$ cat config.mk
export PLATFORM = sky130hd
export DESIGN_NAME = phase_sign_regs
export DESIGN_NICKNAME = d
export VERILOG_FILES = /design/src/inc/phase_sign_pkg.sv /design/src/rtl/phase_sign_regs.sv
export SDC_FILE = /design/constraint.sdc
export NUM_CORES = 1
export LEC_CHECK = 0
export ABC_AREA = 1
export CAP_MARGIN = 20
export CORE_ASPECT_RATIO = 1.4
export CORE_UTILIZATION = 35
export DETAILED_ROUTE_END_ITERATION = 10
export DONT_BUFFER_PORTS = 1
export PLACE_DENSITY = 0.47
export SYNTH_ARGS = -nofsm -noshare
export SYNTH_HDL_FRONTEND = slang
export SYNTH_SLANG_ARGS = --single-unit
$ cat constraint.sdc
create_clock -name clk_i -period 6.82 [get_ports clk_i]
set_input_delay 0.341 -clock clk_i [delete_from_list [all_inputs] [get_ports clk_i]]
set_output_delay 0.341 -clock clk_i [all_outputs]
set_load 0.02 [all_outputs]
$ cat src/inc/phase_sign_pkg.sv
/*
 * constants, register map and carrier types for the phase compensation
 * and power sign register bank.
 * assumes an apb master on the same clock and a power datapath that hands
 * over signed per-phase results with a one-cycle strobe on that clock.
 */
package phase_sign_pkg;

	// ----------------------------------------------------------------
	// bus and data widths
	// ----------------------------------------------------------------
	localparam int PADDR_W = 18;
	localparam int REG_W = 16;
	localparam int COMP_W = 10;
	localparam int POWER_W = 24;
	localparam int SUM_W = 26;
	localparam int SIGN_W = 9;

	// ----------------------------------------------------------------
	// register indices; byte address is four times the index
	// ----------------------------------------------------------------
	localparam logic [15:0] PHASE_A_PHASE_COMP_IDX = 16'he614;
	localparam logic [15:0] PHASE_B_PHASE_COMP_IDX = 16'he615;
	localparam logic [15:0] PHASE_C_PHASE_COMP_IDX = 16'he616;
	localparam logic [15:0] POWER_SIGN_STATUS_IDX = 16'he617;
	localparam logic [15:0] ACCUMULATION_MODE_IDX = 16'hf000;
	localparam logic [15:0] COMPENSATION_MODE_IDX = 16'hf001;
	localparam logic [15:0] PULSE_MODE_IDX = 16'hf002;
	localparam logic [15:0] IRQ_STATUS_IDX = 16'hf003;
	localparam logic [15:0] IRQ_ENABLE_IDX = 16'hf004;
	localparam logic [15:0] IRQ_CLEAR_IDX = 16'hf005;

	// ----------------------------------------------------------------
	// field positions and reset values
	// ----------------------------------------------------------------
	localparam int ACTIVE_REVERSAL_SELECT_BIT = 6;
	localparam int REACTIVE_REVERSAL_SELECT_BIT = 7;
	localparam int SUM_ONE_BIT = 3;
	localparam int SUM_TWO_BIT = 7;
	localparam int SUM_THREE_BIT = 8;
	localparam logic [COMP_W-1:0] COMP_RESET = 10'h000;
	localparam logic [REG_W-1:0] ACCUMULATION_MODE_RESET = 16'h0000;
	localparam logic [REG_W-1:0] COMPENSATION_MODE_RESET = 16'h01ff;
	localparam logic [REG_W-1:0] PULSE_MODE_RESET = 16'h0e88;
	localparam logic [SIGN_W-1:0] SIGN_RESET = 9'h000;

	// ----------------------------------------------------------------
	// compensation code ranges
	// ----------------------------------------------------------------
	localparam logic [COMP_W-1:0] LEAD_MAX = 10'h17f;
	localparam logic [COMP_W-1:0] ALIAS_LOW_MAX = 10'h1ff;
	localparam logic [COMP_W-1:0] ALIAS_LOW_SHIFT = 10'h080;
	localparam logic [COMP_W-1:0] LAG_MAX = 10'h23f;
	localparam logic [COMP_W-1:0] ALIAS_HIGH_BASE = 10'h240;
	localparam logic [COMP_W-1:0] ALIAS_HIGH_TARGET = 10'h180;

	// ----------------------------------------------------------------
	// types
	// ----------------------------------------------------------------
	typedef enum logic [2:0] {
		POWER_TOTAL_ACTIVE = 3'b000,
		POWER_TOTAL_REACTIVE = 3'b001,
		POWER_APPARENT = 3'b010,
		POWER_FUND_ACTIVE = 3'b011,
		POWER_FUND_REACTIVE = 3'b100
	} power_type_t;

	typedef enum logic [3:0] {
		SEL_COMP_A = 4'b0000,
		SEL_COMP_B = 4'b0001,
		SEL_COMP_C = 4'b0010,
		SEL_SIGN = 4'b0011,
		SEL_ACC_MODE = 4'b0100,
		SEL_COMP_MODE = 4'b0101,
		SEL_PULSE_MODE = 4'b0110,
		SEL_IRQ_STATUS = 4'b0111,
		SEL_IRQ_ENABLE = 4'b1000,
		SEL_IRQ_CLEAR = 4'b1001,
		SEL_NONE = 4'b1111
	} reg_sel_t;

	typedef struct packed {
		logic psel;
		logic penable;
		logic pwrite;
		logic [PADDR_W-1:0] paddr;
		logic [31:0] pwdata;
	} apb_req_t;

	typedef struct packed {
		logic signed [POWER_W-1:0] total_active;
		logic signed [POWER_W-1:0] fund_active;
		logic signed [POWER_W-1:0] total_reactive;
		logic signed [POWER_W-1:0] fund_reactive;
		logic signed [POWER_W-1:0] apparent;
	} phase_power_t;

	typedef phase_power_t [2:0] power_set_t;

	typedef logic [2:0][COMP_W-1:0] comp_set_t;

endpackage

$ cat src/rtl/phase_sign_regs.sv
/*
 * apb register bank holding per-phase phase compensation codes and the
 * power sign status, with pulse-path selection registers and a sign
 * change interrupt.
 * assumes the power datapath runs on clk_i and pulses new_result_i for one
 * cycle with a stable sample set; the apb master shares clk_i.
 */
// Implementation choice: the APB slave port.
module phase_sign_regs #(
	parameter bit HAS_REACTIVE = 1'b1
) (
	input wire logic clk_i,
	input wire logic rst_n_i,
	input wire phase_sign_pkg::apb_req_t apb_i,
	output logic [31:0] prdata_o,
	output logic pready_o,
	output logic pslverr_o,
	input wire phase_sign_pkg::power_set_t power_i,
	input wire logic new_result_i,
	output phase_sign_pkg::comp_set_t comp_effective_o,
	output logic [phase_sign_pkg::REG_W-1:0] pulse_mode_o,
	output logic [phase_sign_pkg::REG_W-1:0] compensation_mode_o,
	output logic irq_o
);
	import phase_sign_pkg::*;

	// ----------------------------------------------------------------
	// helpers
	// ----------------------------------------------------------------
	function automatic reg_sel_t decode_reg(input logic [PADDR_W-1:0] addr);
		logic [15:0] idx;
		idx = addr[PADDR_W-1:2];
		if (addr[1:0] != 2'b00) begin
			decode_reg = SEL_NONE;
		end else if (idx == PHASE_A_PHASE_COMP_IDX) begin
			decode_reg = SEL_COMP_A;
		end else if (idx == PHASE_B_PHASE_COMP_IDX) begin
			decode_reg = SEL_COMP_B;
		end else if (idx == PHASE_C_PHASE_COMP_IDX) begin
			decode_reg = SEL_COMP_C;
		end else if (idx == POWER_SIGN_STATUS_IDX) begin
			decode_reg = SEL_SIGN;
		end else if (idx == ACCUMULATION_MODE_IDX) begin
			decode_reg = SEL_ACC_MODE;
		end else if (idx == COMPENSATION_MODE_IDX) begin
			decode_reg = SEL_COMP_MODE;
		end else if (idx == PULSE_MODE_IDX) begin
			decode_reg = SEL_PULSE_MODE;
		end else if (idx == IRQ_STATUS_IDX) begin
			decode_reg = SEL_IRQ_STATUS;
		end else if (idx == IRQ_ENABLE_IDX) begin
			decode_reg = SEL_IRQ_ENABLE;
		end else if (idx == IRQ_CLEAR_IDX) begin
			decode_reg = SEL_IRQ_CLEAR;
		end else begin
			decode_reg = SEL_NONE;
		end
	endfunction

	// out-of-range codes fold onto the range the filter really has
	function automatic logic [COMP_W-1:0] fold_comp(input logic [COMP_W-1:0] code);
		logic [COMP_W-1:0] diff;
		diff = code - ALIAS_HIGH_BASE;
		if (code <= LEAD_MAX) begin
			fold_comp = code;
		end else if (code <= ALIAS_LOW_MAX) begin
			fold_comp = code - ALIAS_LOW_SHIFT;
		end else if (code <= LAG_MAX) begin
			fold_comp = code;
		end else begin
			fold_comp = ALIAS_HIGH_TARGET + {3'h0, diff[6:0]};
		end
	endfunction

	function automatic logic signed [POWER_W-1:0] pick_power(input phase_power_t p,
			input logic [2:0] kind);
		case (kind)
			POWER_TOTAL_ACTIVE: pick_power = p.total_active;
			POWER_TOTAL_REACTIVE: pick_power = HAS_REACTIVE ? p.total_reactive : '0;
			POWER_APPARENT: pick_power = p.apparent;
			POWER_FUND_ACTIVE: pick_power = p.fund_active;
			POWER_FUND_REACTIVE: pick_power = HAS_REACTIVE ? p.fund_reactive : '0;
			default: pick_power = '0;
		endcase
	endfunction

	// ----------------------------------------------------------------
	// apb access qualification
	// ----------------------------------------------------------------
	// one wait state keeps prdata and pready straight from flip-flops
	reg_sel_t sel;
	logic access;
	logic wr_take;
	logic rd_take;

	assign sel = decode_reg(apb_i.paddr);
	assign access = apb_i.psel && apb_i.penable && !pready_o;
	assign wr_take = apb_i.psel && apb_i.penable && pready_o && apb_i.pwrite && !pslverr_o;
	assign rd_take = access && !apb_i.pwrite;

	always_ff @(posedge clk_i or negedge rst_n_i) begin
		if (!rst_n_i) begin
			pready_o <= 1'b0;
			pslverr_o <= 1'b0;
		end else begin
			pready_o <= access;
			// write-only clear register refuses reads, unmapped or misaligned addresses refuse both, the rest is plain
			pslverr_o <= access && ((sel == SEL_NONE)
				|| (sel == SEL_IRQ_CLEAR && !apb_i.pwrite));
		end
	end

	// ----------------------------------------------------------------
	// phase compensation registers
	// ----------------------------------------------------------------
	logic [2:0][COMP_W-1:0] comp_code;

	generate
		for (genvar ph = 0; ph < 3; ph++) begin : g_comp
			always_ff @(posedge clk_i or negedge rst_n_i) begin
				if (!rst_n_i) begin
					comp_code[ph] <= COMP_RESET;
					comp_effective_o[ph] <= COMP_RESET;
				end else begin
					if (wr_take && sel == reg_sel_t'(ph)) begin
						// bits 15:10 are not stored; software keeps to the
						// lead or lag window, anything else still folds
						comp_code[ph] <= apb_i.pwdata[COMP_W-1:0];
					end
					comp_effective_o[ph] <= fold_comp(comp_code[ph]);
				end
			end
		end
	endgenerate

	// ----------------------------------------------------------------
	// mode registers
	// ----------------------------------------------------------------
	logic [REG_W-1:0] accumulation_mode_reg;
	logic [REG_W-1:0] compensation_mode_reg;
	logic [REG_W-1:0] pulse_mode_reg;

	always_ff @(posedge clk_i or negedge rst_n_i) begin
		if (!rst_n_i) begin
			accumulation_mode_reg <= ACCUMULATION_MODE_RESET;
			compensation_mode_reg <= COMPENSATION_MODE_RESET;
			pulse_mode_reg <= PULSE_MODE_RESET;
		end else if (wr_take) begin
			if (sel == SEL_ACC_MODE) begin
				accumulation_mode_reg <= apb_i.pwdata[REG_W-1:0];
			end else if (sel == SEL_COMP_MODE) begin
				compensation_mode_reg <= apb_i.pwdata[REG_W-1:0];
			end else if (sel == SEL_PULSE_MODE) begin
				pulse_mode_reg <= apb_i.pwdata[REG_W-1:0];
			end
		end
	end

	always_ff @(posedge clk_i or negedge rst_n_i) begin
		if (!rst_n_i) begin
			pulse_mode_o <= PULSE_MODE_RESET;
			compensation_mode_o <= COMPENSATION_MODE_RESET;
		end else begin
			pulse_mode_o <= pulse_mode_reg;
			compensation_mode_o <= compensation_mode_reg;
		end
	end

	// ----------------------------------------------------------------
	// sign evaluation
	// ----------------------------------------------------------------
	logic [SIGN_W-1:0] next_sign;
	logic [2:0] path_negative;

	generate
		for (genvar k = 0; k < 3; k++) begin : g_path
			logic signed [SUM_W-1:0] path_sum;
			logic [2:0] kind;
			logic [2:0] terms;
			assign kind = pulse_mode_reg[3*k+2 -: 3];
			assign terms = compensation_mode_reg[3*k+2 -: 3];
			// reserved power types contribute nothing, so the sum reads positive
			always_comb begin
				path_sum = '0;
				for (int ph = 0; ph < 3; ph++) begin
					if (terms[ph]) begin
						path_sum = path_sum + SUM_W'(pick_power(power_i[ph], kind));
					end
				end
			end
			assign path_negative[k] = path_sum[SUM_W-1];
		end
	endgenerate

	always_comb begin
		next_sign = SIGN_RESET;
		for (int ph = 0; ph < 3; ph++) begin
			// zero power counts as positive
			next_sign[ph] = accumulation_mode_reg[ACTIVE_REVERSAL_SELECT_BIT]
				? power_i[ph].fund_active[POWER_W-1]
				: power_i[ph].total_active[POWER_W-1];
			next_sign[ph+4] = HAS_REACTIVE && (accumulation_mode_reg[REACTIVE_REVERSAL_SELECT_BIT]
				? power_i[ph].fund_reactive[POWER_W-1]
				: power_i[ph].total_reactive[POWER_W-1]);
		end
		next_sign[SUM_ONE_BIT] = path_negative[0];
		next_sign[SUM_TWO_BIT] = path_negative[1];
		next_sign[SUM_THREE_BIT] = path_negative[2];
	end

	// ----------------------------------------------------------------
	// power sign status
	// ----------------------------------------------------------------
	logic [SIGN_W-1:0] power_sign_status;

	always_ff @(posedge clk_i or negedge rst_n_i) begin
		if (!rst_n_i) begin
			power_sign_status <= SIGN_RESET;
		end else if (new_result_i) begin
			// apb writes never reach this register
			power_sign_status <= next_sign;
		end
	end

	// ----------------------------------------------------------------
	// sign change interrupt
	// ----------------------------------------------------------------
	logic [SIGN_W-1:0] irq_status;
	logic [SIGN_W-1:0] irq_enable;
	logic [SIGN_W-1:0] sign_event;
	logic [SIGN_W-1:0] clear_mask;

	assign sign_event = new_result_i ? (next_sign ^ power_sign_status) : '0;
	assign clear_mask = (wr_take && sel == SEL_IRQ_CLEAR) ? apb_i.pwdata[SIGN_W-1:0] : '0;

	always_ff @(posedge clk_i or negedge rst_n_i) begin
		if (!rst_n_i) begin
			irq_status <= SIGN_RESET;
		end else begin
			// a change in the clearing cycle survives the clear
			irq_status <= (irq_status & ~clear_mask) | sign_event;
		end
	end

	always_ff @(posedge clk_i or negedge rst_n_i) begin
		if (!rst_n_i) begin
			irq_enable <= SIGN_RESET;
		end else if (wr_take && sel == SEL_IRQ_ENABLE) begin
			irq_enable <= apb_i.pwdata[SIGN_W-1:0];
		end
	end

	always_ff @(posedge clk_i or negedge rst_n_i) begin
		if (!rst_n_i) begin
			irq_o <= 1'b0;
		end else begin
			irq_o <= |(irq_status & irq_enable);
		end
	end

	// ----------------------------------------------------------------
	// read data
	// ----------------------------------------------------------------
	always_ff @(posedge clk_i or negedge rst_n_i) begin
		if (!rst_n_i) begin
			prdata_o <= 32'h0000_0000;
		end else if (rd_take) begin
			if (sel == SEL_COMP_A) begin
				prdata_o <= {22'h000000, comp_code[0]};
			end else if (sel == SEL_COMP_B) begin
				prdata_o <= {22'h000000, comp_code[1]};
			end else if (sel == SEL_COMP_C) begin
				prdata_o <= {22'h000000, comp_code[2]};
			end else if (sel == SEL_SIGN) begin
				prdata_o <= {23'h000000, power_sign_status};
			end else if (sel == SEL_ACC_MODE) begin
				prdata_o <= {16'h0000, accumulation_mode_reg};
			end else if (sel == SEL_COMP_MODE) begin
				prdata_o <= {16'h0000, compensation_mode_reg};
			end else if (sel == SEL_PULSE_MODE) begin
				prdata_o <= {16'h0000, pulse_mode_reg};
			end else if (sel == SEL_IRQ_STATUS) begin
				prdata_o <= {23'h000000, irq_status};
			end else if (sel == SEL_IRQ_ENABLE) begin
				prdata_o <= {23'h000000, irq_enable};
			end else begin
				prdata_o <= 32'h0000_0000;
			end
		end
	end

endmodule // phase_sign_regs

==> flow_summary.json, run 1 <==
{
  "failed_checks": "DRC",
  "grt_antenna_before_repair": 9,
  "numCtsBuffers": 17,
  "dr.pass1.iters": 9,
  "synth_top_family_by_area": "simple AND/OR/NAND/NOR gates",
  "cts.sinks": 186,
  "post_cts_buffers": 0,
  "final-max-slew-violation-count": 0,
  "max_cap_violations": 0,
  "drtIter0Drc": 2486,
  "place_hpwl_microns": 89900,
  "drc": 2,
  "num_rows": 105,
  "grt_max_degree": 187,
  "cts_tree": "done",
  "fmax_mhz": 155,
  "ys_ff_latch": 186,
  "status": "finished, violations left",
  "grt.total_usage_pct": 36.4,
  "syn_to_final_growth_pct": 7.98,
  "clk_latency_ns": 0.44,
  "syn-cell-area_sq_um": 20700,
  "final_cell_mix": "nand2_1 (951), inv_1 (477), o22ai_1 (226), o21ai_0 (226), a21oi_1 (174)",
  "max_stage_delay_ns": 0.54,
  "period_needed_ns": 6.47,
  "worstSetupStartpointType": "register",
  "layout.nets": 3803,
  "synth_compound_area_share_pct": 24.6,
  "cp_max_fo": 13,
  "hp-class": "in2reg",
  "synthAdderAreaFrac_pct": 9.18,
  "tns_ns": 0,
  "rsz0062_at_grt": "no",
  "clock_path_buffers": 2,
  "die_h_microns": 290,
  "tightest_slew_ns": 1.08,
  "detail-route-antenna-nets": 0,
  "yosysWarnings": 0,
  "die_w_microns": 207,
  "vias": 24286,
  "first_global_vias": 23083,
  "largestRegisters": "comp_code x30, comp_effective_o x30",
  "arrival_ns": 6.79,
  "async_flop_share_pct": 100,
  "ioPinCount": 513,
  "synth_edf_count": 0,
  "synthSimpleGateAreaFrac_pct": 29.0,
  "synthMuxAreaShare_pct": 0,
  "ys.flop_type": "dfrtp_1",
  "finalWeightedCongestion": 1.01,
  "synth.distinct_cells": 58,
  "clk_pin_slew_ns": 0.07,
  "route.detailed.wl_per_inst_microns": 28.2,
  "h-tree-depth": 4,
  "finalHoldViolations": 0,
  "worst_path_max_delay_cell": "dfrtp_1",
  "synthCells": 3298,
  "setup-violations-final": 0,
  "grt_overflow": 0,
  "die_area_sq_um": 60100,
  "portBuffers": 0,
  "drive_above_1_share_pct": 6.06,
  "final_util_pct": 38.2,
  "routed_wl_microns": 113000,
  "synth.avg_cell_area_sq_um": 6.27,
  "period_share_pct": 94.9,
  "initial_utilization_pct": 35.4,
  "path_class": "reg2reg",
  "ir_worst_vdd_v": 0.000129,
  "required_ns": 7.14,
  "core_sq_um": 58500,
  "crit_path_end_kind": "register",
  "p_leak_nw": 10.7,
  "powerDensity_nw_per_um2": 110,
  "layout.cells.most_common": "nand2_1",
  "grt_pass1_wl_microns": 159000,
  "ctsRootBufferMaster": "clkbuf_16",
  "fin_worst_skew_ns": 0.0135,
  "maxSlewHeadroom_pct": 28.0,
  "viasPerCell": 6.06,
  "synth-xor-area-share_pct": 1.91,
  "cpMostUsedCell": "nand2_1",
  "ys_seq_area_share_pct": 22.7
}
==> per-layer routing <==
metal | vias up | wire (microns) | global-route usage, %
met1 | 11350 | 38600 | 38.4
met4 | 4 | 11700 | 33.0
met2 | 1490 | 52500 | 61.7
met3 | 356 | 10000 | 7.83
li1 | 11086 | - | -
met5 | - | 24 | 0
==> report_power, final <==
group	leakage, nW	switching, W	internal [W]	total [W]
logic	7.98	0.000264	0.000105	0.000369
registers	2.44	0.00000829	0.00111	0.00112
clock network	0.282	0.000457	0.000515	0.000973
total	10.7	0.000729	0.00173	0.00246
==> Yosys cell counts (4+ instances only) <==
| library cell | number | area [sq um] |
|---|---|---|
| a211oi_1 | 18 | 135 |
| a21o_1 | 13 | 97.6 |
| a21oi_1 | 174 | 871 |
| a221o_1 | 8 | 80.1 |
| a221oi_1 | 73 | 639 |
| a31oi_1 | 28 | 175 |
| a32o_1 | 4 | 40.0 |
| buf_1 | 38 | 143 |
| buf_2 | 18 | 90.1 |
| buf_4 | 21 | 158 |
| clkbuf_1 | 91 | 342 |
| dfrtp_1 | 158 | 3950 |
| dfstp_2 | 28 | 736 |
| ha_1 | 147 | 1840 |
| inv_1 | 478 | 1790 |
| inv_2 | 9 | 33.8 |
| nand2_1 | 954 | 3580 |
| nand2_2 | 8 | 50.1 |
| nand3_1 | 112 | 561 |
| nand4_1 | 131 | 820 |
| nor2_1 | 131 | 492 |
| nor2_2 | 6 | 37.5 |
| nor3_1 | 15 | 75.1 |
| nor4_1 | 16 | 100 |
| o211ai_1 | 16 | 120 |
| o21a_1 | 5 | 37.5 |
| o21ai_0 | 226 | 1130 |
| o21ai_1 | 32 | 160 |
| o21bai_1 | 8 | 60.1 |
| o22ai_1 | 226 | 1410 |
| or2_2 | 18 | 113 |
| xnor2_1 | 13 | 114 |
| xor2_1 | 32 | 280 |
==> worst max-delay path: cells and delay by family, from the launching register on <==
kind,cells,cell delay (ns)
AOI/OAI and AO/OA,8,1.85
adders and majority gates,2,0.73
buffers and inverters,6,0.98
DFF,1,0.54
and+or+nand+nor,16,2.22
==> path summary, 6_finish.rpt <==
check,from,end,slack [ns],cells after the start
worst min register to register,pulse_mode_reg[9]$_DFFE_PN1P_,pulse_mode_o[9]$_DFF_PN1_,0.38,0
min in group asynchronous,rst_n_i,pslverr_o$_DFF_PN0_,0.56,2
worst max-delay path,pulse_mode_reg[8]$_DFFE_PN0P_,irq_status[8]$_DFF_PN0_,0.35,32
worst max register to register,pulse_mode_reg[8]$_DFFE_PN0P_,irq_status[8]$_DFF_PN0_,0.35,32
worst min-delay path,new_result_i,power_sign_status[7]$_DFFE_PN0P_,0.02,2
max in group asynchronous,rst_n_i,comp_effective_o[6]$_DFF_PN0_,5.46,2
==> cell type report <==
cell class	count	area, sq um
Timing Repair Buffer	77	786
Clock buffer	19	433
Multi-Input combinational cell	2466	13500
Sequential cell	186	4690
Tap cell	749	937
Antenna cell	6	15.0
Inverter	489	1840
Clock inverter	13	135
Fill cell	6345	36100
==> timing repair <==
| action | in CTS | in global routing |
|---|---|---|
| gates resized for setup | 0 | 3 |
| endpoints found under the setup margin | 0 | 1 |
| endpoints found under the hold margin | 189 | 0 |
| hold buffers | 3 | 0 |
==> cells by family (layout without fill, tap and decap cells) <==
kind of cell | Yosys count | after routing
AOI/OAI and AO/OA | 846 | 846
other | 1 | 22
adders and majority gates | 150 | 150
xor gates and xnor gates | 45 | 45
buffers and inverters | 661 | 598
and+or+nand+nor | 1409 | 1409
DFF | 186 | 186
==> stage by stage <==
stage | setup slack (ns) | area, sq um | total power, W | std cells | hold slack, ns
final | 0.349 | 22300 | 0.00246 | 4005 | 0.0205
after global routing | 0.0477 | 22300 | 0.00255 | 4004 | 0.0387
after CTS | 0.367 | 22300 | 0.00247 | 3998 | 0.00851
after detailed placement | 0.409 | 21700 | 0.00148 | 3963 | 0.0488
after global placement | 0.364 | 21700 | 0.00147 | 3963 | 0.0488
after floorplan | 1.79 | 20700 | 0.00137 | 3313 | 0.0454
No activity file was read; power rests on OpenSTA's default activity.
==> run 2: changes to the inputs <==
--- a/config.mk
+++ b/config.mk
@@ -8,10 +8,10 @@
 export ABC_AREA = 1
 export CAP_MARGIN = 20
 export CORE_ASPECT_RATIO = 1.4
-export CORE_UTILIZATION = 35
+export CORE_UTILIZATION = 30
 export DETAILED_ROUTE_END_ITERATION = 10
 export DONT_BUFFER_PORTS = 1
-export PLACE_DENSITY = 0.47
+export PLACE_DENSITY = 0.42
 export SYNTH_ARGS = -nofsm -noshare
 export SYNTH_HDL_FRONTEND = slang
 export SYNTH_SLANG_ARGS = --single-unit
==> flow_summary.json, run 2 (synthesis results as in run 1) <==
{
  "status": "finished clean",
  "vias": 24440,
  "maxSlewHeadroom_pct": 29.9,
  "regArea_sq_um": 4690,
  "p_sw_share_pct": 28.3,
  "clkPwrFrac_pct": 41.6,
  "placed_cell_area_sq_um": 22100,
  "finalWeightedCongestion": 1.00,
  "drc": 0,
  "required_ns": 7.16,
  "r2r_slack_ns": 0.40,
  "largestRegisters": "comp_code x30, comp_effective_o x30",
  "detail-route-antenna-nets": 0,
  "rsz0062_at_grt": "no",
  "arrival_ns": 6.76,
  "tightest_slew_ns": 1.05,
  "cts_tree": "done",
  "placedCellCount": 4166,
  "grt_antenna_before_repair": 4,
  "syn_to_final_growth_pct": 10.2,
  "routed_wl_microns": 122000,
  "first_global_vias": 23230,
  "critPathCapture": "irq_status[8]$_DFF_PN0_",
  "drtIter0Drc": 2342,
  "setup-violations-final": 0,
  "die_h_microns": 313,
  "period_needed_ns": 6.42,
  "route.detailed.wl_per_inst_microns": 29.1,
  "die_w_microns": 224,
  "core_sq_um": 68000,
  "hp-class": "in2reg",
  "crit_start": "pulse_mode_reg[6]$_DFFE_PN0P_",
  "worst_path_max_delay_cell": "a21oi_1",
  "fmax_mhz": 156,
  "multi_input_area_sq_um": 13500,
  "grt_overflow": 0,
  "path_class": "reg2reg",
  "fin_area_sq_um": 22800,
  "fin_worst_skew_ns": 0.00927,
  "numCtsBuffers": 17,
  "ioPinCount": 513,
  "ctsRootBufferMaster": "clkbuf_16",
  "p_leak_nw": 10.8,
  "initial_utilization_pct": 30.4,
  "cpMostUsedCell": "nand2_1",
  "ir_worst_vdd_v": 0.000169,
  "worstSetupStartpointType": "register",
  "intPower_w": 0.00184,
  "max_stage_delay_ns": 0.53,
  "final-max-slew-violation-count": 0,
  "period_share_pct": 94.1,
  "final_util_pct": 33.5,
  "grt_max_degree": 187,
  "clk_latency_ns": 0.45,
  "r2r_cells": 34,
  "rr_startpoint": "pulse_mode_reg[6]$_DFFE_PN0P_",
  "final_cells": 4206,
  "nFillCells": 7570,
  "final_cell_mix": "nand2_1 (951), inv_1 (477), o22ai_1 (226), o21ai_0 (226), a21oi_1 (174)",
  "dr.pass1.iters": 7,
  "die_area_sq_um": 70000,
  "p_comb_share_pct": 14.8,
  "grt_pass1_wl_microns": 170000,
  "finalHoldViolations": 0,
  "cts.sinks": 186,
  "layout.cells.most_common": "nand2_1",
  "netSwitchingPower_w": 0.000727,
  "crit_path_end_kind": "register",
  "num_rows": 113,
  "powerDensity_nw_per_um2": 113,
  "p_seq_share_pct": 43.6,
  "power_w": 0.00257,
  "portBuffers": 0,
  "clk_pin_slew_ns": 0.07,
  "clock_path_buffers": 2,
  "viasPerCell": 5.81,
  "tns_ns": 0,
  "layout.nets": 3836,
  "max_cap_violations": 0,
  "timing.rr.end": "irq_status[8]$_DFF_PN0_",
  "drive_above_1_share_pct": 6.98,
  "place_hpwl_microns": 98500,
  "h-tree-depth": 4,
  "grt.total_usage_pct": 33.9,
  "cp_max_fo": 17
}
## run 2: cell types whose count changed in the layout (fill, tap and decap cells not counted), sizes merged, moves of 4 or more
cell and delta:
inv -5, clkinv -5, buf +33, clkinvlp +4
## run 2: timing repair
item                                    CTS  global route
buffers inserted                          0             0
endpoints found under the setup margin    0             2
resized for setup                         0             1
endpoints found under the hold margin   189             0
hold buffers                              3             0
## run 2: metal layers
layer | vias up | part of all wire, % | global-route usage [%] | wire (microns)
met1 | 11608 | 35 | 35.2 | 42400
met3 | 328 | 7.9 | 7.71 | 9620
met5 | - | 0.022 | 0 | 27
met2 | 1348 | 49 | 59.6 | 59900
li1 | 11152 | - | - | -
met4 | 4 | 8.5 | 24.8 | 10400
## run 2: worst min path at each step
stage,from,endpoint,depth (start not counted)
after global routing,new_result_i,irq_status[8]$_DFF_PN0_,2
after detailed placement,rst_n_i,comp_effective_o[27]$_DFF_PN0_,0
after floorplan,rst_n_i,accumulation_mode_reg[0]$_DFFE_PN0P_,0
after global placement,rst_n_i,comp_effective_o[27]$_DFF_PN0_,0
final,new_result_i,power_sign_status[7]$_DFFE_PN0P_,2
after CTS,new_result_i,power_sign_status[7]$_DFFE_PN0P_,2
## run 2: area by class of cell
cell class / count / share of cell area [%]
clock inverters: 10 / 0.735
repair buffers: 110 / 4.35
diodes: 3 / 0.0329
multi-input cells: 2466 / 59.2
flip-flops and latches: 186 / 20.6
clock buffers: 22 / 1.99
inverters: 489 / 8.06
well taps: 920 / 5.05
## run 2: power groups by stage
stage	clock (W)	combinational [W]	sequential (W)
finish	0.00107	0.000381	0.00112
global route	0.00113	0.000415	0.00112
CTS	0.00109	0.000380	0.00112
detailed placement	0	0.000352	0.00114
global placement	0	0.000348	0.00114
floorplan	0	0.000229	0.00114
## run 2: through the flow
stage / hold WS (ns) / setup slack (ns)
3_5_place_dp: 0.0491 / 0.507
4_1_cts: 0.00848 / 0.472
2_1_floorplan: 0.0454 / 1.79
5_1_grt: 0.0124 / 0.0357
3_3_place_gp: 0.0489 / 0.524
6_report: 0.0250 / 0.403
## run 2: critical path: cells and delay by family (launching register included)
kind                     cells  cell delay (ns)
AO/OA/AOI/OAI                9             1.98
adder cells (fa/ha/maj)      2             0.68
buffers and inverters        4             0.53
flip-flops                   1             0.48
AND/OR/NAND/NOR             19             2.63
